$ cat src/uacc_pkg.sv
// Purpose: Shared constants for the accessory/charger control register bank
// Assumes: 250 MHz core clock
// Notes: Offsets are byte register addresses

package uacc_pkg;

  // ==========================================================================
  // Register offsets
  localparam logic [7:0] ACC_EVENT_FLAGS_ADDR = 8'h01;
  localparam logic [7:0] CHG_EVENT_FLAGS_ADDR = 8'h03;
  localparam logic [7:0] ACC_EVENT_MASK_ADDR = 8'h07;
  localparam logic [7:0] CHG_EVENT_MASK_ADDR = 8'h09;
  localparam logic [7:0] DEBOUNCE_OVERRIDE_ADDR = 8'h0E;
  localparam logic [7:0] CHARGE_TIMER_ADDR = 8'h0F;
  localparam logic [7:0] CHARGER_ENABLE_ADDR = 8'h10;
  localparam logic [7:0] CHARGE_VOLTAGE_ADDR = 8'h11;
  localparam logic [7:0] CHARGE_CURRENT_ADDR = 8'h12;

  // ==========================================================================
  // Field positions
  localparam int CHG_KIND_CHANGED_BIT = 0;
  localparam int DBNC_SEL_LSB = 4;
  localparam int LAMP_OVR_LSB = 2;
  localparam int FIXTURE_OVR_LSB = 0;
  localparam int SPARE_CTRL_LSB = 6;
  localparam int TIMEOUT_SEL_LSB = 4;
  localparam int RAPID_CHARGE_BIT = 7;
  localparam int HOST_CHG_EN_BIT = 6;
  localparam int CURRENT_RANGE_BIT = 4;

  // ==========================================================================
  // Reset values
  localparam logic [7:0] EVENT_MASK_RST = 8'h00;
  localparam logic [7:0] DEBOUNCE_OVERRIDE_RST = 8'h00;
  localparam logic [2:0] TIMEOUT_SEL_RST = 3'h2;
  localparam logic RAPID_CHARGE_RST = 1'b1;
  localparam logic HOST_CHG_EN_RST = 1'b1;
  localparam logic [3:0] VOLTAGE_SEL_RST = 4'h0;
  localparam logic CURRENT_RANGE_RST = 1'b1;
  localparam logic [3:0] CURRENT_HIGH_RST = 4'h5;
  // Read-only reserved fields
  localparam logic TIMER_SPARE_HI = 1'b0;
  localparam logic [3:0] TIMER_SPARE_LO = 4'h4;
  localparam logic [5:0] ENABLE_SPARE = 6'h14;
  localparam logic [3:0] VOLTAGE_SPARE = 4'hA;
  localparam logic [2:0] CURRENT_SPARE = 3'h0;

  // ==========================================================================
  // Field encodings
  localparam logic [1:0] OVR_AUTO = 2'h0;
  localparam logic [1:0] OVR_ONE = 2'h1;
  localparam logic [2:0] TIMEOUT_6H_CODE = 3'h3;
  localparam logic [2:0] TIMEOUT_7H_CODE = 3'h4;
  localparam logic [2:0] TIMEOUT_OFF_CODE = 3'h7;
  localparam logic [3:0] TIMEOUT_5H = 4'h5;
  localparam logic [3:0] TIMEOUT_6H = 4'h6;
  localparam logic [3:0] TIMEOUT_7H = 4'h7;
  localparam logic [2:0] KIND_USB_PORT = 3'h1;
  localparam logic [2:0] KIND_AUTO_LO = 3'h2;
  localparam logic [2:0] KIND_AUTO_HI = 3'h5;
  localparam logic [12:0] CV_DEFAULT_MV = 13'd4200;
  localparam logic [12:0] CV_LOW_BASE_MV = 13'd4000;
  localparam logic [12:0] CV_HIGH_BASE_MV = 13'd4220;
  localparam logic [12:0] CV_MAX_MV = 13'd4350;
  localparam logic [12:0] CV_STEP_MV = 13'd20;
  localparam logic [3:0] CV_LOW_LAST = 4'hA;
  localparam logic [3:0] CV_HIGH_FIRST = 4'hB;
  localparam logic [3:0] CV_MAX_CODE = 4'hF;
  localparam logic [9:0] CURRENT_TRICKLE_MA = 10'd90;
  localparam logic [9:0] CURRENT_BASE_MA = 10'd200;
  localparam logic [9:0] CURRENT_STEP_MA = 10'd50;

  // ==========================================================================
  // Debounce timing
  localparam int CLK_MHZ = 250;
  localparam int DBNC_SEL0_CYC = 500 * CLK_MHZ;
  localparam int DBNC_SEL1_CYC = 10000 * CLK_MHZ;
  localparam int DBNC_SEL2_CYC = 25000 * CLK_MHZ;
  localparam int DBNC_SEL3_CYC = 38620 * CLK_MHZ;
  localparam int DBNC_CNT_W = 24;

endpackage : uacc_pkg

$ cat src/uacc_dbnc_if.sv
// Purpose: Carrier between the register bank and the fixture delay timer
// Assumes: Single clock domain
// Notes: Request is the raw auto-detect assert; held is the delayed version
`timescale 1ns/1ps

interface uacc_dbnc_if;
  logic request;
  logic [1:0] select;
  logic held;

  modport bank (output request, output select, input held);
  modport timer (input request, input select, output held);
endinterface : uacc_dbnc_if

$ cat src/uacc_fixture_delay.sv
// Purpose: Delays assertion of the fixture output by the chosen debounce time
// Assumes: Request comes from same-clock logic
// Notes: Release is immediate; only assertion is delayed
`timescale 1ns/1ps

module uacc_fixture_delay #(
  parameter int SEL0_CYC = uacc_pkg::DBNC_SEL0_CYC,
  parameter int SEL1_CYC = uacc_pkg::DBNC_SEL1_CYC,
  parameter int SEL2_CYC = uacc_pkg::DBNC_SEL2_CYC,
  parameter int SEL3_CYC = uacc_pkg::DBNC_SEL3_CYC
) (
  input wire logic ref_clk_in,
  input wire logic sys_rst_in,
  uacc_dbnc_if.timer dbnc
);

  typedef struct packed {
    logic [uacc_pkg::DBNC_CNT_W-1:0] count;
    logic held;
  } uacc_dly_state_t;

  uacc_dly_state_t state;
  uacc_dly_state_t next_state;
  logic [uacc_pkg::DBNC_CNT_W-1:0] limit;

  // ==========================================================================
  // Delay counter
  always_comb begin
    case (dbnc.select)
      2'h0: limit = uacc_pkg::DBNC_CNT_W'(SEL0_CYC);
      2'h1: limit = uacc_pkg::DBNC_CNT_W'(SEL1_CYC);
      2'h2: limit = uacc_pkg::DBNC_CNT_W'(SEL2_CYC);
      default: limit = uacc_pkg::DBNC_CNT_W'(SEL3_CYC);
    endcase
    next_state = state;
    if (!dbnc.request) begin
      next_state.count = '0;
      next_state.held = 1'b0;
    end else if (state.count >= limit - 1'b1) begin
      next_state.held = 1'b1;
    end else begin
      next_state.count = state.count + 1'b1;
    end
  end

  always_ff @(posedge ref_clk_in or posedge sys_rst_in) begin
    if (sys_rst_in) begin
      state <= '0;
    end else begin
      state <= next_state;
    end
  end

  assign dbnc.held = state.held;

endmodule : uacc_fixture_delay

$ cat src/uacc_regs.sv
// Purpose: Event, mask and charger control register bank of the connector interface device
// Assumes: Register port and status inputs all run on ref_clk_in
// Notes: Read data appear one cycle after the read strobe
//
// Contract
// Each accessory event flag sets when its accessory status bit changes.
// Reading an event flag register clears all its bits.
// Interrupt active while any unmasked accessory event flag is set.
// Charger event flags set on charger status changes and raise the interrupt.
// Charger event bit 0 sets when the charger kind code changes.
// Mask bit 0 suppresses, 1 allows; adc change mask resets to 0.
// Debounce select 00/01/10/11 gives 0.5, 10, 25, 38.62 ms.
// Lamp override: 00 auto, 01 drive low, 10/11 high impedance.
// Fixture override: 00 auto, 01 high impedance, 10/11 drive low.
// Timeout select 011 6h, 100 7h, 111 off, others 5h; resets 010.
// Rapid charge bit 0 keeps prequalification; 1, the reset value, allows fast charge.
// Charger on when host enable, detection idle and kind code 010 to 101.
// With usb compliance flag low, kind code 001 also enables charger.
// Voltage code maps to 4.20, 4.00-4.18, 4.22-4.28, 4.35 volts.
// Current range bit 0 limits to 90mA; 1 uses the high field.
// High current field gives 200 to 950mA in 50mA steps; resets 0101.
// Fixture assertion delayed by the selected debounce time.
// All interrupt sources masked after reset.
// Host read clears flags; interrupt drops unless other unmasked flags remain.
// Reserved read-only fields return defaults and ignore writes.
`timescale 1ns/1ps

module uacc_regs #(
  parameter int DBNC0_CYC = uacc_pkg::DBNC_SEL0_CYC,
  parameter int DBNC1_CYC = uacc_pkg::DBNC_SEL1_CYC,
  parameter int DBNC2_CYC = uacc_pkg::DBNC_SEL2_CYC,
  parameter int DBNC3_CYC = uacc_pkg::DBNC_SEL3_CYC
) (
  input wire logic ref_clk_in,
  input wire logic sys_rst_in,

  input wire logic [7:0] reg_addr_in,
  input wire logic reg_wr_in,
  input wire logic [7:0] reg_wdata_in,
  input wire logic reg_rd_in,
  output logic [7:0] reg_rdata_out,

  input wire logic [7:0] accessory_status_a_in,
  input wire logic [7:0] accessory_status_c_in,
  input wire logic [2:0] charger_kind_code_in,
  input wire logic charger_detection_running_in,
  input wire logic usb_compliance_flag_in,
  input wire logic lamp_auto_low_in,
  input wire logic fixture_auto_low_in,

  output logic irq_n_out,
  output logic lamp_out,
  output logic lamp_oe_n_out,
  output logic fixture_out,
  output logic fixture_oe_n_out,

  output logic [1:0] adc_debounce_select_out,
  output logic charger_enable_out,
  output logic fast_charge_permit_out,
  output logic [3:0] fast_charge_timeout_hours_out,
  output logic fast_charge_timer_off_out,
  output logic [12:0] regulation_millivolts_out,
  output logic [9:0] charge_current_ma_out
);

  typedef struct packed {
    logic primed;

    logic [7:0] prev_status_a;
    logic [7:0] prev_status_c;
    logic [2:0] prev_kind;

    logic [7:0] accessory_event_flags;
    logic [7:0] charger_event_flags;

    logic [7:0] accessory_event_mask;
    logic [7:0] charger_event_mask;

    logic [1:0] spare_ctrl;
    logic [1:0] adc_debounce_select;

    logic [1:0] status_lamp_override;
    logic [1:0] fixture_output_override;

    logic [2:0] fast_charge_timeout_select;

    logic rapid_charge_enable;
    logic host_charger_enable;

    logic [3:0] regulation_voltage_select;

    logic charge_current_range_bit;
    logic [3:0] charge_current_high_field;

    logic [7:0] rdata;

    logic irq;
    logic charger_on;

    logic [3:0] timeout_hours;
    logic [12:0] cv_mv;
    logic [9:0] current_ma;
  } uacc_bank_state_t;

  uacc_bank_state_t state;
  uacc_bank_state_t next_state;
  uacc_dbnc_if dbnc ();

  logic [7:0] acc_set;
  logic [7:0] chg_set;
  logic [7:0] read_value;
  logic acc_read;
  logic chg_read;
  logic kind_auto;

  // ==========================================================================
  // Fixture debounce timer
  assign dbnc.request = fixture_auto_low_in;
  assign dbnc.select = state.adc_debounce_select;

  uacc_fixture_delay #(
    .SEL0_CYC(DBNC0_CYC),
    .SEL1_CYC(DBNC1_CYC),
    .SEL2_CYC(DBNC2_CYC),
    .SEL3_CYC(DBNC3_CYC)
  ) u_fixture_delay (
    .ref_clk_in(ref_clk_in),
    .sys_rst_in(sys_rst_in),
    .dbnc(dbnc.timer)
  );

  // ==========================================================================
  // Read multiplexer
  always_comb begin
    case (reg_addr_in)
      uacc_pkg::ACC_EVENT_FLAGS_ADDR: read_value = state.accessory_event_flags;
      uacc_pkg::CHG_EVENT_FLAGS_ADDR: read_value = state.charger_event_flags;
      uacc_pkg::ACC_EVENT_MASK_ADDR: read_value = state.accessory_event_mask;
      uacc_pkg::CHG_EVENT_MASK_ADDR: read_value = state.charger_event_mask;

      uacc_pkg::DEBOUNCE_OVERRIDE_ADDR: begin
        read_value = {state.spare_ctrl, state.adc_debounce_select,
                      state.status_lamp_override, state.fixture_output_override};
      end

      uacc_pkg::CHARGE_TIMER_ADDR: begin
        read_value = {uacc_pkg::TIMER_SPARE_HI, state.fast_charge_timeout_select,
                      uacc_pkg::TIMER_SPARE_LO};
      end

      uacc_pkg::CHARGER_ENABLE_ADDR: begin
        read_value = {state.rapid_charge_enable, state.host_charger_enable,
                      uacc_pkg::ENABLE_SPARE};
      end

      uacc_pkg::CHARGE_VOLTAGE_ADDR: begin
        read_value = {uacc_pkg::VOLTAGE_SPARE, state.regulation_voltage_select};
      end

      uacc_pkg::CHARGE_CURRENT_ADDR: begin
        read_value = {uacc_pkg::CURRENT_SPARE, state.charge_current_range_bit,
                      state.charge_current_high_field};
      end

      default: read_value = 8'h00;
    endcase
  end

  // ==========================================================================
  // Next-state logic
  always_comb begin
    next_state = state;
    acc_read = reg_rd_in && (reg_addr_in == uacc_pkg::ACC_EVENT_FLAGS_ADDR);
    chg_read = reg_rd_in && (reg_addr_in == uacc_pkg::CHG_EVENT_FLAGS_ADDR);

    // First cycle after reset only learns the status; avoids false events from reset zeros
    next_state.primed = 1'b1;
    next_state.prev_status_a = accessory_status_a_in;
    next_state.prev_status_c = accessory_status_c_in;
    next_state.prev_kind = charger_kind_code_in;
    if (state.primed) begin
      acc_set = accessory_status_a_in ^ state.prev_status_a;
      chg_set = {accessory_status_c_in[7:1] ^ state.prev_status_c[7:1], 1'b0};
      chg_set[uacc_pkg::CHG_KIND_CHANGED_BIT] = charger_kind_code_in != state.prev_kind;
    end else begin
      acc_set = 8'h00;
      chg_set = 8'h00;
    end

    // Set wins over a read clear in the same cycle
    next_state.accessory_event_flags = (acc_read ? 8'h00 : state.accessory_event_flags) | acc_set;
    next_state.charger_event_flags = (chg_read ? 8'h00 : state.charger_event_flags) | chg_set;

    if (reg_rd_in) begin
      next_state.rdata = read_value;
    end

    if (reg_wr_in) begin
      case (reg_addr_in)
        uacc_pkg::ACC_EVENT_MASK_ADDR: next_state.accessory_event_mask = reg_wdata_in;
        uacc_pkg::CHG_EVENT_MASK_ADDR: next_state.charger_event_mask = reg_wdata_in;

        uacc_pkg::DEBOUNCE_OVERRIDE_ADDR: begin
          next_state.spare_ctrl = reg_wdata_in[uacc_pkg::SPARE_CTRL_LSB +: 2];
          next_state.adc_debounce_select = reg_wdata_in[uacc_pkg::DBNC_SEL_LSB +: 2];
          next_state.status_lamp_override = reg_wdata_in[uacc_pkg::LAMP_OVR_LSB +: 2];
          next_state.fixture_output_override = reg_wdata_in[uacc_pkg::FIXTURE_OVR_LSB +: 2];
        end

        uacc_pkg::CHARGE_TIMER_ADDR: begin
          next_state.fast_charge_timeout_select = reg_wdata_in[uacc_pkg::TIMEOUT_SEL_LSB +: 3];
        end

        uacc_pkg::CHARGER_ENABLE_ADDR: begin
          next_state.rapid_charge_enable = reg_wdata_in[uacc_pkg::RAPID_CHARGE_BIT];
          next_state.host_charger_enable = reg_wdata_in[uacc_pkg::HOST_CHG_EN_BIT];
        end

        uacc_pkg::CHARGE_VOLTAGE_ADDR: begin
          next_state.regulation_voltage_select = reg_wdata_in[3:0];
        end

        uacc_pkg::CHARGE_CURRENT_ADDR: begin
          next_state.charge_current_range_bit = reg_wdata_in[uacc_pkg::CURRENT_RANGE_BIT];
          next_state.charge_current_high_field = reg_wdata_in[3:0];
        end

        default: begin
        end
      endcase
    end

    // Interrupt follows the next flag and mask values so it moves with them
    next_state.irq = |(next_state.accessory_event_flags & next_state.accessory_event_mask) ||
                     |(next_state.charger_event_flags & next_state.charger_event_mask);

    kind_auto = (charger_kind_code_in >= uacc_pkg::KIND_AUTO_LO) &&
                (charger_kind_code_in <= uacc_pkg::KIND_AUTO_HI);
    if (!usb_compliance_flag_in && charger_kind_code_in == uacc_pkg::KIND_USB_PORT) begin
      kind_auto = 1'b1;
    end
    next_state.charger_on = next_state.host_charger_enable && !charger_detection_running_in && kind_auto;

    case (next_state.fast_charge_timeout_select)
      uacc_pkg::TIMEOUT_6H_CODE: next_state.timeout_hours = uacc_pkg::TIMEOUT_6H;
      uacc_pkg::TIMEOUT_7H_CODE: next_state.timeout_hours = uacc_pkg::TIMEOUT_7H;
      uacc_pkg::TIMEOUT_OFF_CODE: next_state.timeout_hours = 4'h0;
      default: next_state.timeout_hours = uacc_pkg::TIMEOUT_5H;
    endcase

    if (next_state.regulation_voltage_select == 4'h0) begin
      next_state.cv_mv = uacc_pkg::CV_DEFAULT_MV;

    end else if (next_state.regulation_voltage_select <= uacc_pkg::CV_LOW_LAST) begin
      next_state.cv_mv = uacc_pkg::CV_LOW_BASE_MV + 13'(uacc_pkg::CV_STEP_MV *
                         13'(next_state.regulation_voltage_select - 4'h1));
    end else if (next_state.regulation_voltage_select == uacc_pkg::CV_MAX_CODE) begin
      next_state.cv_mv = uacc_pkg::CV_MAX_MV;

    end else begin
      next_state.cv_mv = uacc_pkg::CV_HIGH_BASE_MV + 13'(uacc_pkg::CV_STEP_MV *
                         13'(next_state.regulation_voltage_select - uacc_pkg::CV_HIGH_FIRST));
    end

    if (next_state.charge_current_range_bit) begin
      next_state.current_ma = uacc_pkg::CURRENT_BASE_MA + 10'(uacc_pkg::CURRENT_STEP_MA *
                              10'(next_state.charge_current_high_field));
    end else begin
      next_state.current_ma = uacc_pkg::CURRENT_TRICKLE_MA;
    end
  end

  // ==========================================================================
  // State register
  always_ff @(posedge ref_clk_in or posedge sys_rst_in) begin
    if (sys_rst_in) begin
      state <= '0;
      state.accessory_event_mask <= uacc_pkg::EVENT_MASK_RST;
      state.charger_event_mask <= uacc_pkg::EVENT_MASK_RST;

      {state.spare_ctrl, state.adc_debounce_select, state.status_lamp_override,
       state.fixture_output_override} <= uacc_pkg::DEBOUNCE_OVERRIDE_RST;

      state.fast_charge_timeout_select <= uacc_pkg::TIMEOUT_SEL_RST;
      state.rapid_charge_enable <= uacc_pkg::RAPID_CHARGE_RST;
      state.host_charger_enable <= uacc_pkg::HOST_CHG_EN_RST;

      state.regulation_voltage_select <= uacc_pkg::VOLTAGE_SEL_RST;
      state.charge_current_range_bit <= uacc_pkg::CURRENT_RANGE_RST;
      state.charge_current_high_field <= uacc_pkg::CURRENT_HIGH_RST;

      state.timeout_hours <= uacc_pkg::TIMEOUT_5H;
      state.cv_mv <= uacc_pkg::CV_DEFAULT_MV;
      state.current_ma <= 10'd450;
    end else begin
      state <= next_state;
    end
  end

  // ==========================================================================
  // Outputs
  assign reg_rdata_out = state.rdata;

  assign irq_n_out = ~state.irq;

  assign adc_debounce_select_out = state.adc_debounce_select;

  assign charger_enable_out = state.charger_on;
  assign fast_charge_permit_out = state.rapid_charge_enable;

  assign fast_charge_timeout_hours_out = state.timeout_hours;
  assign fast_charge_timer_off_out = state.timeout_hours == 4'h0;

  assign regulation_millivolts_out = state.cv_mv;
  assign charge_current_ma_out = state.current_ma;

  // Both pins are open drain: they only ever pull low
  assign lamp_out = 1'b0;
  assign fixture_out = 1'b0;

  always_comb begin
    case (state.status_lamp_override)
      uacc_pkg::OVR_AUTO: lamp_oe_n_out = ~lamp_auto_low_in;
      uacc_pkg::OVR_ONE: lamp_oe_n_out = 1'b0;
      default: lamp_oe_n_out = 1'b1;
    endcase
  end

  always_comb begin
    case (state.fixture_output_override)
      uacc_pkg::OVR_AUTO: fixture_oe_n_out = ~dbnc.held;
      uacc_pkg::OVR_ONE: fixture_oe_n_out = 1'b1;
      default: fixture_oe_n_out = 1'b0;
    endcase
  end

endmodule : uacc_regs

$ cat config.mk
export PLATFORM = sky130hd
export DESIGN_NAME = uacc_regs
export DESIGN_NICKNAME = d
export VERILOG_FILES = /design/src/uacc_pkg.sv /design/src/uacc_dbnc_if.sv /design/src/uacc_fixture_delay.sv /design/src/uacc_regs.sv
export SDC_FILE = /design/constraint.sdc
export NUM_CORES = 1
export LEC_CHECK = 0
export ABC_AREA = 1
export BUFFER_PORTS_ARGS = -buffer_cell sky130_fd_sc_hd__buf_2
export CAP_MARGIN = 40
export CORE_ASPECT_RATIO = 0.9
export CORE_MARGIN = 2
export CORE_UTILIZATION = 45
export CTS_BUF_LIST = sky130_fd_sc_hd__clkbuf_8
export DETAILED_ROUTE_END_ITERATION = 6
export SLEW_MARGIN = 20
export SYNTH_ARGS = -nofsm -noshare
export SYNTH_HDL_FRONTEND = slang
export SYNTH_SLANG_ARGS = --single-unit
$ cat constraint.sdc
create_clock -name ref_clk_in -period 4 [get_ports ref_clk_in]
set_input_delay 0.2 -clock ref_clk_in [delete_from_list [all_inputs] [get_ports ref_clk_in]]
set_output_delay 0.2 -clock ref_clk_in [all_outputs]
set_load 0.01 [all_outputs]
== Word level (Yosys, flattened, before mapping) ==
Cells that the tools add are included.

* Flip-flop bits (word level): 136
* Output and inout bits: 45

* Add/subtract/negate cells: 7
* Multipliers: 3
* Magnitude comparators: 4
* Eq/ne operators: 21
* Muxes and demuxes: 25
* Bitwise operators: 9
* Reductions and logical operators: 18

{| class="wikitable"
|+ Operator list
! kind !! count
|-
| $pmux 24 s3 || 1
|-
| $pmux 8 s9 || 1
|-
| $mux 8 || 7
|-
| $mux 13 || 3
|-
| $mux 38 || 1
|-
| $mul 3x13->11 const A || 2
|-
| $mux 25 || 1
|-
| $add 24x1->24 const B || 1
|-
| $eq 8x4->1 const B || 3
|-
| $eq 8x5->1 const B || 3
|-
| $ge 24x24->1 || 1
|-
| $mux 24 || 1
|-
| $sub 24x1->24 const B || 1
|-
| $and 8x8->8 || 2
|-
| $or 8x8->8 || 2
|-
| $reduce_or 8->1 || 2
|-
| $add 12x13->13 const A || 1
|-
| $add 13x13->13 const A || 1
|-
| $add 8x10->10 const A || 1
|-
| $mux 10 || 1
|-
| $mul 5x4->9 const A || 1
|-
| $pmux 3 s3 || 1
|-
| $eq 8x1->1 const B || 1
|-
| $eq 8x2->1 const B || 1
|-
| 30 further kinds || 47
|}

== Logic depth before layout (Yosys ltp) ==
Gate-level depths: netlist (run 1).

* Depth after elaboration: 9
* Depth in mapped cells: 26
* Depth with buffers taken out: 26

== By module ==
From an unflattened synthesis (run 1), not the netlist that was laid out.

* Cells, all modules: 1074
* Area, all modules: 8752.1 um^2

{| class="wikitable"
|+ By module, submodules not included
! module !! times used !! cells each !! area an instance (um^2) !! seq. area each (um^2)
|-
| uacc_regs || 1 || 705 || 6182.2 || 2697.6
|-
| uacc_fixture_delay || 1 || 369 || 2570.0 || 625.6
|}

== Least setup slack after synthesis (run 1) ==
OpenSTA, ideal clock, no wires.

* Path type: input-to-reg
* Start: input port reg_addr_in[5]
* End: register state (netlist bit regulation_millivolts_out[11])
* Library setup time: 77 ps
* Arrival: 3530 ps
* Data required time: 3923 ps
* Path slack: 393 ps
* Stages on the path: 22
* Path buffers: 0
* Cell sequence: inv_1 -> nand2_1 -> nor2_2 -> nand3_4 -> inv_1 -> nand2_1 -> o21ai_1 -> inv_1 -> ha_1 -> inv_1 -> ha_1 -> ha_1 -> fa_1 -> or2_2 -> nand2_1 -> inv_1 -> or2_2 -> nor2_1 -> inv_1 -> o21ai_1 -> nand3_1 -> a21oi_1

{| class="wikitable"
|+ RTL lines
! item !! line !! text
|-
| start: declaration || uacc_regs.sv:37 || <nowiki>input wire logic [7:0] reg_addr_in,</nowiki>
|-
| end signal: assignment || uacc_regs.sv:296 || <nowiki>state <= next_state;</nowiki>
|-
| end: declaration || uacc_regs.sv:105 || <nowiki>uacc_bank_state_t state;</nowiki>
|}

==> results of run 1 <==
## state kept, by name, summed over array words and instances (netlist names)
name	flops
adc_debounce_select_out	2
charge_current_ma_out	9
charger_enable_out	1
fast_charge_permit_out	1
fast_charge_timeout_hours_out	3
reg_rdata_out	8
regulation_millivolts_out	12
state	71
u_fixture_delay.dbnc.held	1
u_fixture_delay.state	24
## cell families after synthesis
group,synth area share
compound gates,0.1368
xor+xnor,0.02288
fa+ha+maj,0.1000
buf+inv,0.1071
flops,0.4163
other cells,0.0009408
simple gates,0.2160
## worst max-delay path: cells and delay by family
| kind | cells | cell delay [ns] |
|---|---|---|
| AOI/OAI and AO/OA | 3 | 0.46 |
| buffers and inverters | 7 | 1.16 |
| and+or+nand+nor | 6 | 0.96 |
| adders and majority gates | 4 | 1.25 |
## how the worst max path moves through the flow
stage	endpoint	slack (ns)	depth (start not counted)
after detailed placement	regulation_millivolts_out[11]	0.07	23
after floorplan	adc_debounce_select_out[0]	0.30	1
after CTS	regulation_millivolts_out[11]	0.38	20
after global placement	regulation_millivolts_out[11]	0.16	23
final	regulation_millivolts_out[11]	0.38	20
after global routing	regulation_millivolts_out[12]	0.06	22
## cells in the final DEF (no fill, tap or decap), types with 4 or more instances in the layout
cell	netlist	routed
clkbuf_8	0	17
a221oi_1	4	4
a21oi_1	40	40
nor4_1	5	5
conb_1	2	6
inv_2	5	5
nor3_1	21	21
nor2_1	59	59
nand2_1	212	212
dfstp_2	16	16
nor2_2	4	4
nor3b_1	4	4
o22ai_1	10	10
xor2_1	18	18
buf_4	39	15
o21ai_1	5	5
o21ai_0	106	106
o31ai_1	4	4
inv_1	130	133
ha_1	59	59
dfrtp_1	116	116
inv_6	0	4
dlygate4sd3_1	0	26
buf_2	1	81
o2111ai_1	4	4
nand3_1	29	29
or2_2	6	6
nand2_2	11	11
nand4_1	19	19
o21a_1	4	4
## per-stage QoR
step                      utilization  total power [W]  area, sq um  hold WS (ns)
after floorplan                     -         0.002065         7998        0.2314
after global placement         0.4841         0.002229         8471        0.2871
after detailed placement       0.4846         0.002237         8478        0.2895
after CTS                      0.5210         0.003375         9115      0.005097
after global routing           0.5210         0.003560         9115       0.02039
final                          0.5211         0.003336         9117       0.02887
## layer usage
| metal | GRT usage | share of wire | wire length (um) |
|---|---|---|---|
| met5 | 0 | 0.00058 | 11 |
| met4 | 0.07310 | 0.018 | 341 |
| met3 | 0.04037 | 0.036 | 668 |
| met2 | 0.3309 | 0.45 | 8466 |
| met1 | 0.2928 | 0.50 | 9327 |
## what timing repair did
action,in CTS,in global routing
resized for setup,0,0
hold buffers,26,0
endpoints found under the hold margin,70,0
## final cells by class
| type | count | share of cell area |
|---|---|---|
| antenna | 1 | 0.0002745 |
| clock buffer | 17 | 0.02566 |
| clock inverter | 15 | 0.01564 |
| inverter | 136 | 0.05668 |
| multi-input combinational | 663 | 0.4190 |
| sequential | 132 | 0.3645 |
| tap | 240 | 0.03294 |
| timing repair buffer | 122 | 0.08536 |
## power by group
group          switching [W]  total (W)  leakage, nW  internal, W
sequential         0.0000320    0.00145         1.59      0.00142
combinational       0.000477   0.000781         2.90     0.000303
clock               0.000555    0.00110        0.198     0.000548
==> metrics.md, run 1 <==
| Metric | Value |
|---|---|
| Std-Cell Core Area | `0.01750 sq mm` |
| PwrDens | `365.9 mW/mm^2` |
| Clock sink count | `132` |
| YS warnings | `0` |
| Setup Viol. Count Final | `0` |
| Critical-path top delay cell | `dlygate4sd3_1` |
| Worst rel slew slack | `0.5446` |
| Cells taking the most area after synthesis | `dfrtp_1 36%, nand2_1 10%, ha_1 9.2%` |
| Largest area contributor in the netlist | `dfrtp_1` |
| Worst flop-to-flop path startpoint | `state[43]` |
| Origin of the worst setup path | `reg_wdata_in[1]` |
| Cells on Worst Hold Path | `3` |
| CP required | `4.38 ns` |
| CP Cell Sequence | `dlygate4sd3_1 -> buf_2 -> inv_1 -> nand2_1 -> o21ai_1 -> inv_1 -> ha_1 -> inv_1 -> ha_1 -> ha_1 -> fa_1 -> or2_2 -> nand2_1 -> inv_1 -> or2_2 -> nor2_1 -> inv_1 -> o21ai_1 -> nand3_1 -> a21oi_1` |
| Post-synth EDFFs | `0` |
| RSZ-0062 raised after global routing | `false` |
| Setup Total Neg Slack | `0 ns` |
| Layout cells sized above 1 | `0.1659` |
| Die area | `0.01882 sq mm` |
| Initial DRC count | `400` |
| H-tree depth | `4` |
| CP most frequent cell | `inv_1` |
| Worst reg2reg setup slack | `0.49 ns` |
| Sequential area share after synthesis | `0.4163` |
| Fin crit share | `0.9057` |
| Slew @ Worst Pin | `0.6760 ns` |
| Top-count cell post-synth | `nand2_1` |
| Worst-path clk slew | `0.08 ns` |
| Critical Path Sink Type | `flop` |
| CTS max path bufs | `2` |
| I/O pin total | `88` |
| Fin worst setup slack | `0.3770 ns` |
| Layout overhead on the synthesized area | `14.22%` |
| Non-Filler Instances | `1326` |
| Fillers | `1703` |
| Synth top cells by count | `212 x nand2_1, 130 x inv_1, 116 x dfrtp_1` |
| Fin nets | `1177` |
| Peak supply drop | `237.2 uV` |
| Crit path kind | `in2reg` |
| Yosys top cell area share | `0.3636` |
| GRT overflow | `0` |
| Die width | `144.4 um` |
| WL final | `18810 um` |
| Leading register cell type out of synthesis | `dfrtp_1` |
| DRT antenna net count | `0` |
| Largest net degree at the start of global routing | `56` |
| DP Cell Count | `1267` |
| Initial antenna violation count | `2` |
| CTS tree | `yes` |
| Start point of the worst min-delay path | `reg_wdata_in[2]` |
| I/O Buffers | `81` |
| Initial Util | `0.4562` |
| Status | `complete, no violations` |
| Drt pass-1 iters | `5` |
| Worst R2R Path Depth | `16` |
| Yosys cell types | `54` |
| Area occupied by multi-input gates | `0.003820 sq mm` |
| DRC Markers | `0` |
| Minimum clock period | `3.623 ns` |
| Post-Syn Area | `0.007983 sq mm` |
| Rows | `46` |
| Vias in the first global route | `6076` |
| FF/Latch Area | `0.003323 sq mm` |
| Synthesized netlist cell count | `977` |
| Vias per cell | `4.842` |
| # Post-CTS Setup Buffers | `0` |
| Slew Viols, Final | `0` |
| CTS root buf | `clkbuf_8` |
| FFs w/ async S/R, synth | `1.000` |
| Vias | `6420` |
| HP Class | `in2reg` |
| DR WL/cell | `14.19 um` |
| GPL Wtd Cong | `0.9004` |
| Worst slack, placed | `0.06932 ns` |
| Worst clock skew | `0.01249 ns` |
| FMAX | `0.2760 GHz` |
| Max Fanout on Critical Path | `4` |
| MaxCap Viol Count | `0` |
| Hold Vio Cnt, Final | `0` |
| CP max stage delay | `0.53 ns` |
| WHS Endpoint | `state[53]` |
| Total GRT Usage | `0.2106` |
| Leakage | `4.686 nW` |
| Worst EP arrival | `4.00 ns` |
| CTS buffer count | `17` |
| Flops & latches, synth | `132` |
| Skew-Pair Late Insertion Delay | `0.45 ns` |
| Avg Cell Area, Syn | `8.171 sq um` |
| First-pass GRT wire length | `30630 um` |
| Post-DP HPWL | `14260 um` |
| Startpoint types | `primary input` |
| Vert. Die Dim | `130.4 um` |
| RR Endpoint | `regulation_millivolts_out[11]` |
Note: power is estimated with default switching activity, not from simulation.
==> inputs of run 2 (changes only) <==
--- a/config.mk
+++ b/config.mk
@@ -5,10 +5,9 @@
 export SDC_FILE = /design/constraint.sdc
 export NUM_CORES = 1
 export LEC_CHECK = 0
-export ABC_AREA = 1
 export BUFFER_PORTS_ARGS = -buffer_cell sky130_fd_sc_hd__buf_2
 export CAP_MARGIN = 40
-export CORE_ASPECT_RATIO = 0.9
+export CORE_ASPECT_RATIO = 1.25
 export CORE_MARGIN = 2
 export CORE_UTILIZATION = 45
 export CTS_BUF_LIST = sky130_fd_sc_hd__clkbuf_8
==> run 2 against run 1 <==
Compared with the run above: non-clock buffer count grew 41; worst setup slack lost 0.14 ns; final cell count shrank 17%; die area shrank 0.98%; combinational power shrank 5.6%; global-route usage grew 1.5 points; fmax shrank 3.7%; critical path type is now reg2reg.
==> metrics.md, run 2 <==
| Metric | Value |
|---|---|
| Post-layout utilization of the core | `0.5421` |
| Layout overhead on the synthesized area | `18.69%` |
| Largest net degree at the start of global routing | `53` |
| Reg with most FFs | `state` |
| Top Metal Used | `met4` |
| CP required | `4.35 ns` |
| Switch Pwr | `0.001002 W` |
| HP Class | `in2reg` |
| Synthesized netlist cell count | `741` |
| Worst clock skew | `0.01212 ns` |
| DRC Markers | `0` |
| FFs w/ async S/R, synth | `1.000` |
| RSZ-0062 raised after global routing | `false` |
| Yosys top cell area share | `0.3674` |
| CTS tree | `yes` |
| Status | `complete, no violations` |
| Setup Viol. Count Final | `0` |
| CP most frequent cell | `ha_1` |
| Cells taking the most area after synthesis | `dfrtp_1 37%, ha_1 9.3%, dfstp_2 5.3%` |
| Post-Syn Area | `0.007900 sq mm` |
| Std-Cell Core Area | `0.01730 sq mm` |
| First-pass GRT wire length | `32950 um` |
| Commonest non-fill, non-tap cell in the layout | `dfrtp_1` |
| Vias in the first global route | `6557` |
| Vias per cell | `5.612` |
| Avg Cell Area, Syn | `10.66 sq um` |
| Flops & latches, synth | `132` |
| I/O pin total | `88` |
| Post-cts hold buffer count | `21` |
| # Post-CTS Setup Buffers | `0` |
| CTS max path bufs | `2` |
| Clock Power Share | `0.356` |
| Initial DRC count | `463` |
| GPL Wtd Cong | `0.8411` |
| Vert. Die Dim | `152.1 um` |
| Routed wl met3 | `608 um` |
| Inserted Diodes | `0` |
| Fillers | `1588` |
| CTS buffer count | `17` |
| Critical-path top delay cell | `dfrtp_1` |
| YS warnings | `0` |
| WL final | `19580 um` |
| Skew-Pair Late Insertion Delay | `0.47 ns` |
| Vias | `6179` |
| Post-synth EDFFs | `0` |
| Leakage | `4.357 nW` |
| MaxCap Viol Count | `0` |
| Sequential area share after synthesis | `0.4207` |
| Worst EP arrival | `4.12 ns` |
| Post-CTS sizing | `0` |
| Final instance area | `0.009376 sq mm` |
| Leading register cell type out of synthesis | `dfrtp_1` |
| CP Cell Sequence | `inv_1 -> a31o_2 -> nand2_1 -> inv_1 -> ha_4 -> xor2_1 -> ha_1 -> ha_1 -> a21o_1 -> a21o_1 -> ha_1 -> or3_4 -> nor2_2 -> a31oi_1 -> xor2_1 -> and2_1 -> a31o_1` |
| Seq pwr share | `0.429` |
| Internal | `0.002429 W` |
| I/O Buffers | `81` |
| Synth top cells by count | `116 x dfrtp_1, 59 x ha_1, 41 x a21oi_1, 41 x buf_4, 37 x nand2_1` |
| Yosys cell types | `74` |
| Max Fanout on Critical Path | `5` |
| DRT met1 WL | `7809 um` |
| CP max stage delay | `0.37 ns` |
| Hold Vio Cnt, Final | `0` |
| Pwr Total | `0.003431 W` |
| H-tree depth | `4` |
| Startpoint types | `flop` |
| FMAX | `0.2657 GHz` |
| Critical Path Sink Type | `flop` |
| Total GRT Usage | `0.2255` |
| Slew @ Worst Pin | `0.7785 ns` |
| Die width | `122.5 um` |
| Die area | `0.01864 sq mm` |
| Gate power share | `0.215` |
| Area post-placement | `0.008742 sq mm` |
| Largest area contributor in the netlist | `dfrtp_1` |
| Worst-path clk slew | `0.08 ns` |
| Slew Viols, Final | `0` |
| Initial Util | `0.4567` |
| Largest register FFs | `71` |
| Peak supply drop | `237.7 uV` |
| Fin nets | `969` |
| Minimum clock period | `3.763 ns` |
| Crit path kind | `reg2reg` |
| Sw Share | `0.2920` |
| Initial antenna violation count | `0` |
| Most frequent cells in the layout | `116 x dfrtp_1, 83 x buf_2, 57 x ha_1, 57 x buf_4, 41 x a21oi_1` |
| Layout cells sized above 1 | `0.2953` |
| GRT overflow | `0` |
| Post-DP HPWL | `14890 um` |
| Top-count cell post-synth | `dfrtp_1` |
| Rows | `54` |
| Clock sink count | `132` |
| Worst rel slew slack | `0.4805` |
| Met2 routed WL | `10460 um` |
| DR WL/cell | `17.78 um` |
| CTS root buf | `clkbuf_8` |
| Drt pass-1 iters | `6` |
| PwrDens | `365.9 mW/mm^2` |
| DRT antenna net count | `0` |
| Fin crit share | `0.9408` |
| Worst reg2reg setup slack | `0.24 ns` |
[run 2: changes by cell type after synthesis, sizes merged, moves of 20 or more]
cell,before,now
o21ai,113,14
inv,135,29
nand2,224,38
mux2,0,36
a22o,0,20
nor2,66,36
[run 2: kinds of logic after synthesis]
kind of cell,count (synthesis),synth area share
AO/OA/AOI/OAI,170,0.1555
XOR/XNOR,47,0.05211
multiplexers,41,0.06113
buffers and inverters,94,0.06683
AND/OR/NAND/NOR,193,0.1417
flip-flops,132,0.4207
other,2,0.0009506
adder cells (fa/ha/maj),62,0.1010
[run 2: layout make-up]
cell class,instances,area (sq um),share of cell area
clock buffer,18,247.7,0.02642
clock inverter,14,176.4,0.01882
sequential,132,3323,0.3544
inverter,31,128.9,0.01374
tap,224,280.3,0.02989
multi-input combinational,519,4124,0.4398
timing repair buffer,163,1096,0.1169
[run 2: power groups by stage]
stage	clock [W]	combinational, W	sequential [W]
final	0.00122	0.000737	0.00147
after global routing	0.00131	0.000820	0.00148
after CTS	0.00125	0.000744	0.00147
after detailed placement	0	0.000723	0.00150
after global placement	0	0.000701	0.00149
after floorplan	0	0.000514	0.00149
[run 2: stage by stage]
step / worst slack (ns) / hold slack, ns / TNS, ns / std cells
CTS: 0.2511 / 0.008266 / 0 / 1101
detailed placement: -0.1274 / 0.2466 / -0.2579 / 1048
finish: 0.2368 / 0.02601 / 0 / 1101
global route: 0.03578 / 0.02684 / 0 / 1101
floorplan: 0.03695 / 0.2314 / 0 / 745
global placement: -0.02475 / 0.3339 / -0.02475 / 1044
[run 2: path summary, 6_finish.rpt]
check | from | end | cells past startpoint
setup / recovery | state[43] | regulation_millivolts_out[10] | 17
hold / removal | reg_wdata_in[7] | fast_charge_permit_out | 2
setup reg to reg | state[43] | regulation_millivolts_out[10] | 17
hold reg to reg | u_fixture_delay.dbnc.held | u_fixture_delay.dbnc.held | 2
max in group asynchronous | sys_rst_in | state[89] | 5
min in group asynchronous | sys_rst_in | u_fixture_delay.state[7] | 3
[run 2: critical path, delay by kind of cell, from the launching register on]
| kind | cells | cell delay [ns] |
|---|---|---|
| compound gates | 5 | 0.84 |
| fa+ha+maj | 4 | 1.09 |
| simple gates | 4 | 0.82 |
| xor+xnor | 2 | 0.37 |
| buf+inv | 2 | 0.17 |
| flops | 1 | 0.37 |
[run 2: routing by layer]
layer / track usage / vias to the layer above
met5: 0 / -
met4: 0.1095 / 0
met3: 0.03668 / 52
met2: 0.3968 / 140
met1: 0.2623 / 3042
li1: - / 2945
==> inputs of run 3 (changes only) <==
--- a/config.mk
+++ b/config.mk
@@ -8,7 +8,7 @@
 export BUFFER_PORTS_ARGS = -buffer_cell sky130_fd_sc_hd__buf_2
 export CAP_MARGIN = 40
 export CORE_ASPECT_RATIO = 1.25
-export CORE_MARGIN = 2
+export CORE_MARGIN = 3
 export CORE_UTILIZATION = 45
 export CTS_BUF_LIST = sky130_fd_sc_hd__clkbuf_8
 export DETAILED_ROUTE_END_ITERATION = 6
==> constraint.sdc (replaced) <==
create_clock -name ref_clk_in -period 3.9 [get_ports ref_clk_in]
set_input_delay 0.195 -clock ref_clk_in [delete_from_list [all_inputs] [get_ports ref_clk_in]]
set_output_delay 0.195 -clock ref_clk_in [all_outputs]
set_load 0.01 [all_outputs]
==> run 3 against run 2 <==
Compared with the run above: non-clock buffer count grew 1; clock power is 9.8% lower; worst setup slack improved by 0.0033 ns; core utilization rose by 0.70 points; sequential power up 3%; combinational power rose by 4.2%; power is 1.6% lower; flip-flop and latch count is the same; register-to-register slack about the same; fmax is 2.8% higher; largest cell class unchanged.
==> metrics.md, run 3 (same netlist as run 2, synthesis figures left out) <==
| Metric | Value |
|---|---|
| Status | `complete, no violations` |
| Initial DRC count | `428` |
| DR WL/cell | `17.86 um` |
| Peak supply drop | `230.4 uV` |
| DRC Markers | `0` |
| Die width | `124.5 um` |
| DRT antenna net count | `0` |
| Inserted Diodes | `0` |
| Crit path kind | `reg2reg` |
| Max Fanout on Critical Path | `5` |
| MaxCap Viol Count | `0` |
| Vert. Die Dim | `154.1 um` |
| Drt pass-1 iters | `6` |
| Largest net degree at the start of global routing | `58` |
| CTS max path bufs | `2` |
| Vias in the first global route | `6481` |
| Worst R2R Path Depth | `17` |
| FMAX | `0.2732 GHz` |
| First-pass GRT wire length | `32520 um` |
| Layout cells sized above 1 | `0.2973` |
| Setup Viol. Count Final | `0` |
| CP Cell Sequence | `inv_1 -> a31o_2 -> nand2_1 -> inv_1 -> ha_4 -> xor2_1 -> ha_1 -> ha_1 -> a21o_1 -> a21o_1 -> ha_1 -> or3_4 -> nor2_2 -> a31oi_1 -> xor2_1 -> and2_1 -> a31o_1` |
| Vias per cell | `5.603` |
| Post-cts hold buffer count | `20` |
| Worst clock skew | `0.009720 ns` |
| Critical Path Sink Type | `flop` |
| Vias | `6152` |
| Clock sink count | `132` |
| PwrDens | `360.8 mW/mm^2` |
| I/O pin total | `88` |
| Reg with most FFs | `state` |
| Start point of the worst min-delay path | `fixture_auto_low_in` |
| RSZ-0062 raised after global routing | `false` |
| WHS Endpoint | `u_fixture_delay.state[2]` |
| Initial Util | `0.4635` |
| CTS tree | `yes` |
| Worst-path clk slew | `0.08 ns` |
| HP Class | `in2reg` |
| Slew @ Worst Pin | `0.8614 ns` |
| Initial antenna violation count | `0` |
| Commonest non-fill, non-tap cell in the layout | `dfrtp_1` |
| Post-CTS sizing | `0` |
| Slew Viols, Final | `0` |
| Fin nets | `970` |
| GRT overflow | `0` |
| I/O Buffers | `81` |
| Worst flop-to-flop path startpoint | `state[43]` |
| GPL Wtd Cong | `0.8504` |
| Die area | `0.01919 sq mm` |
| H-tree depth | `4` |
| Critical-path top delay cell | `dfrtp_1` |
| Worst reg2reg setup slack | `0.24 ns` |
| Minimum clock period | `3.660 ns` |
| CP required | `4.23 ns` |
| Startpoint types | `flop` |
| # Post-CTS Setup Buffers | `0` |
| Cells on Worst Hold Path | `3` |
| Area post-placement | `0.008780 sq mm` |
| Std-Cell Core Area | `0.01704 sq mm` |
| WL final | `19610 um` |
| Most frequent cells in the layout | `116 x dfrtp_1, 82 x buf_2, 60 x buf_4, 56 x ha_1, 41 x a21oi_1` |
| CTS root buf | `clkbuf_8` |
| Leakage | `4.336 nW` |
| Fin crit share | `0.9384` |
| Largest register FFs | `71` |
| Fillers | `1477` |
| CP max stage delay | `0.37 ns` |
| Post-DP HPWL | `14630 um` |
| Final instance area | `0.009358 sq mm` |
| Total GRT Usage | `0.2090` |
| RR Endpoint | `regulation_millivolts_out[10]` |
| Worst EP arrival | `3.99 ns` |
| CTS buffer count | `17` |
| Rows | `53` |
| Hold Vio Cnt, Final | `0` |
| Layout overhead on the synthesized area | `18.45%` |
| Hold WS | `0.04335 ns` |
| CP most frequent cell | `ha_1` |
| Skew-Pair Late Insertion Delay | `0.44 ns` |
| Worst rel slew slack | `0.4236` |
==> run 3: power breakdown <==
part	internal, W	leakage (nW)	switching [W]
Clock	0.000526	0.183	0.000575
Combinational	0.000372	2.55	0.000396
Sequential	0.00147	1.60	0.0000383
Total	0.00237	4.34	0.00101
==> run 3: routing by layer <==
layer | global-route usage | up-vias | part of all wire
met5 | 0 | - | 0
met4 | 0.07728 | 0 | 0.022
met3 | 0.04309 | 28 | 0.039
met2 | 0.3838 | 156 | 0.54
met1 | 0.2388 | 3028 | 0.40
li1 | - | 2940 | -
==> run 3: layout make-up <==
class                           instances  area, sq um  share of cell area
Tap cell                              220        275.3             0.02942
Clock inverter                         14        130.1             0.01391
Sequential cell                       132         3323              0.3551
Multi-Input combinational cell        519         4144              0.4428
Timing Repair Buffer                  164         1109              0.1185
Inverter                               31        128.9             0.01377
Clock buffer                           18        247.7             0.02647
==> run 3: worst max-delay path by stage <==
stage	slack, ns	start	cells past startpoint	end
2_1_floorplan	-0.007	reg_addr_in[3]	17	regulation_millivolts_out[10]
3_3_place_gp	-0.07	reg_addr_in[3]	18	regulation_millivolts_out[10]
3_5_place_dp	-0.13	reg_addr_in[3]	18	regulation_millivolts_out[10]
4_1_cts	0.28	state[43]	17	regulation_millivolts_out[10]
5_1_grt	0.02	state[43]	17	regulation_millivolts_out[10]
6_report	0.24	state[43]	17	regulation_millivolts_out[10]
==> run 3: worst max-delay path, delay by kind of cell (launching register included) <==
family / cells / cell delay (ns)
flip-flops: 1 / 0.37
AO/OA/AOI/OAI: 5 / 0.80
AND/OR/NAND/NOR: 4 / 0.79
buffers and inverters: 2 / 0.16
adder cells (fa/ha/maj): 4 / 1.12
XOR/XNOR: 2 / 0.32
==> run 3: through the flow <==
| stage | setup WS, ns | TNS (ns) | util | power (W) | cells |
|---|---|---|---|---|---|
| 2_1_floorplan | -0.006709 | -0.006709 | - | 0.002055 | 745 |
| 3_3_place_gp | -0.06801 | -0.06801 | 0.5128 | 0.002261 | 1044 |
| 3_5_place_dp | -0.1314 | -0.1830 | 0.5152 | 0.002288 | 1046 |
| 4_1_cts | 0.2803 | 0 | 0.5491 | 0.003416 | 1098 |
| 5_1_grt | 0.02225 | 0 | 0.5491 | 0.003578 | 1098 |
| 6_report | 0.2400 | 0 | 0.5491 | 0.003376 | 1098 |
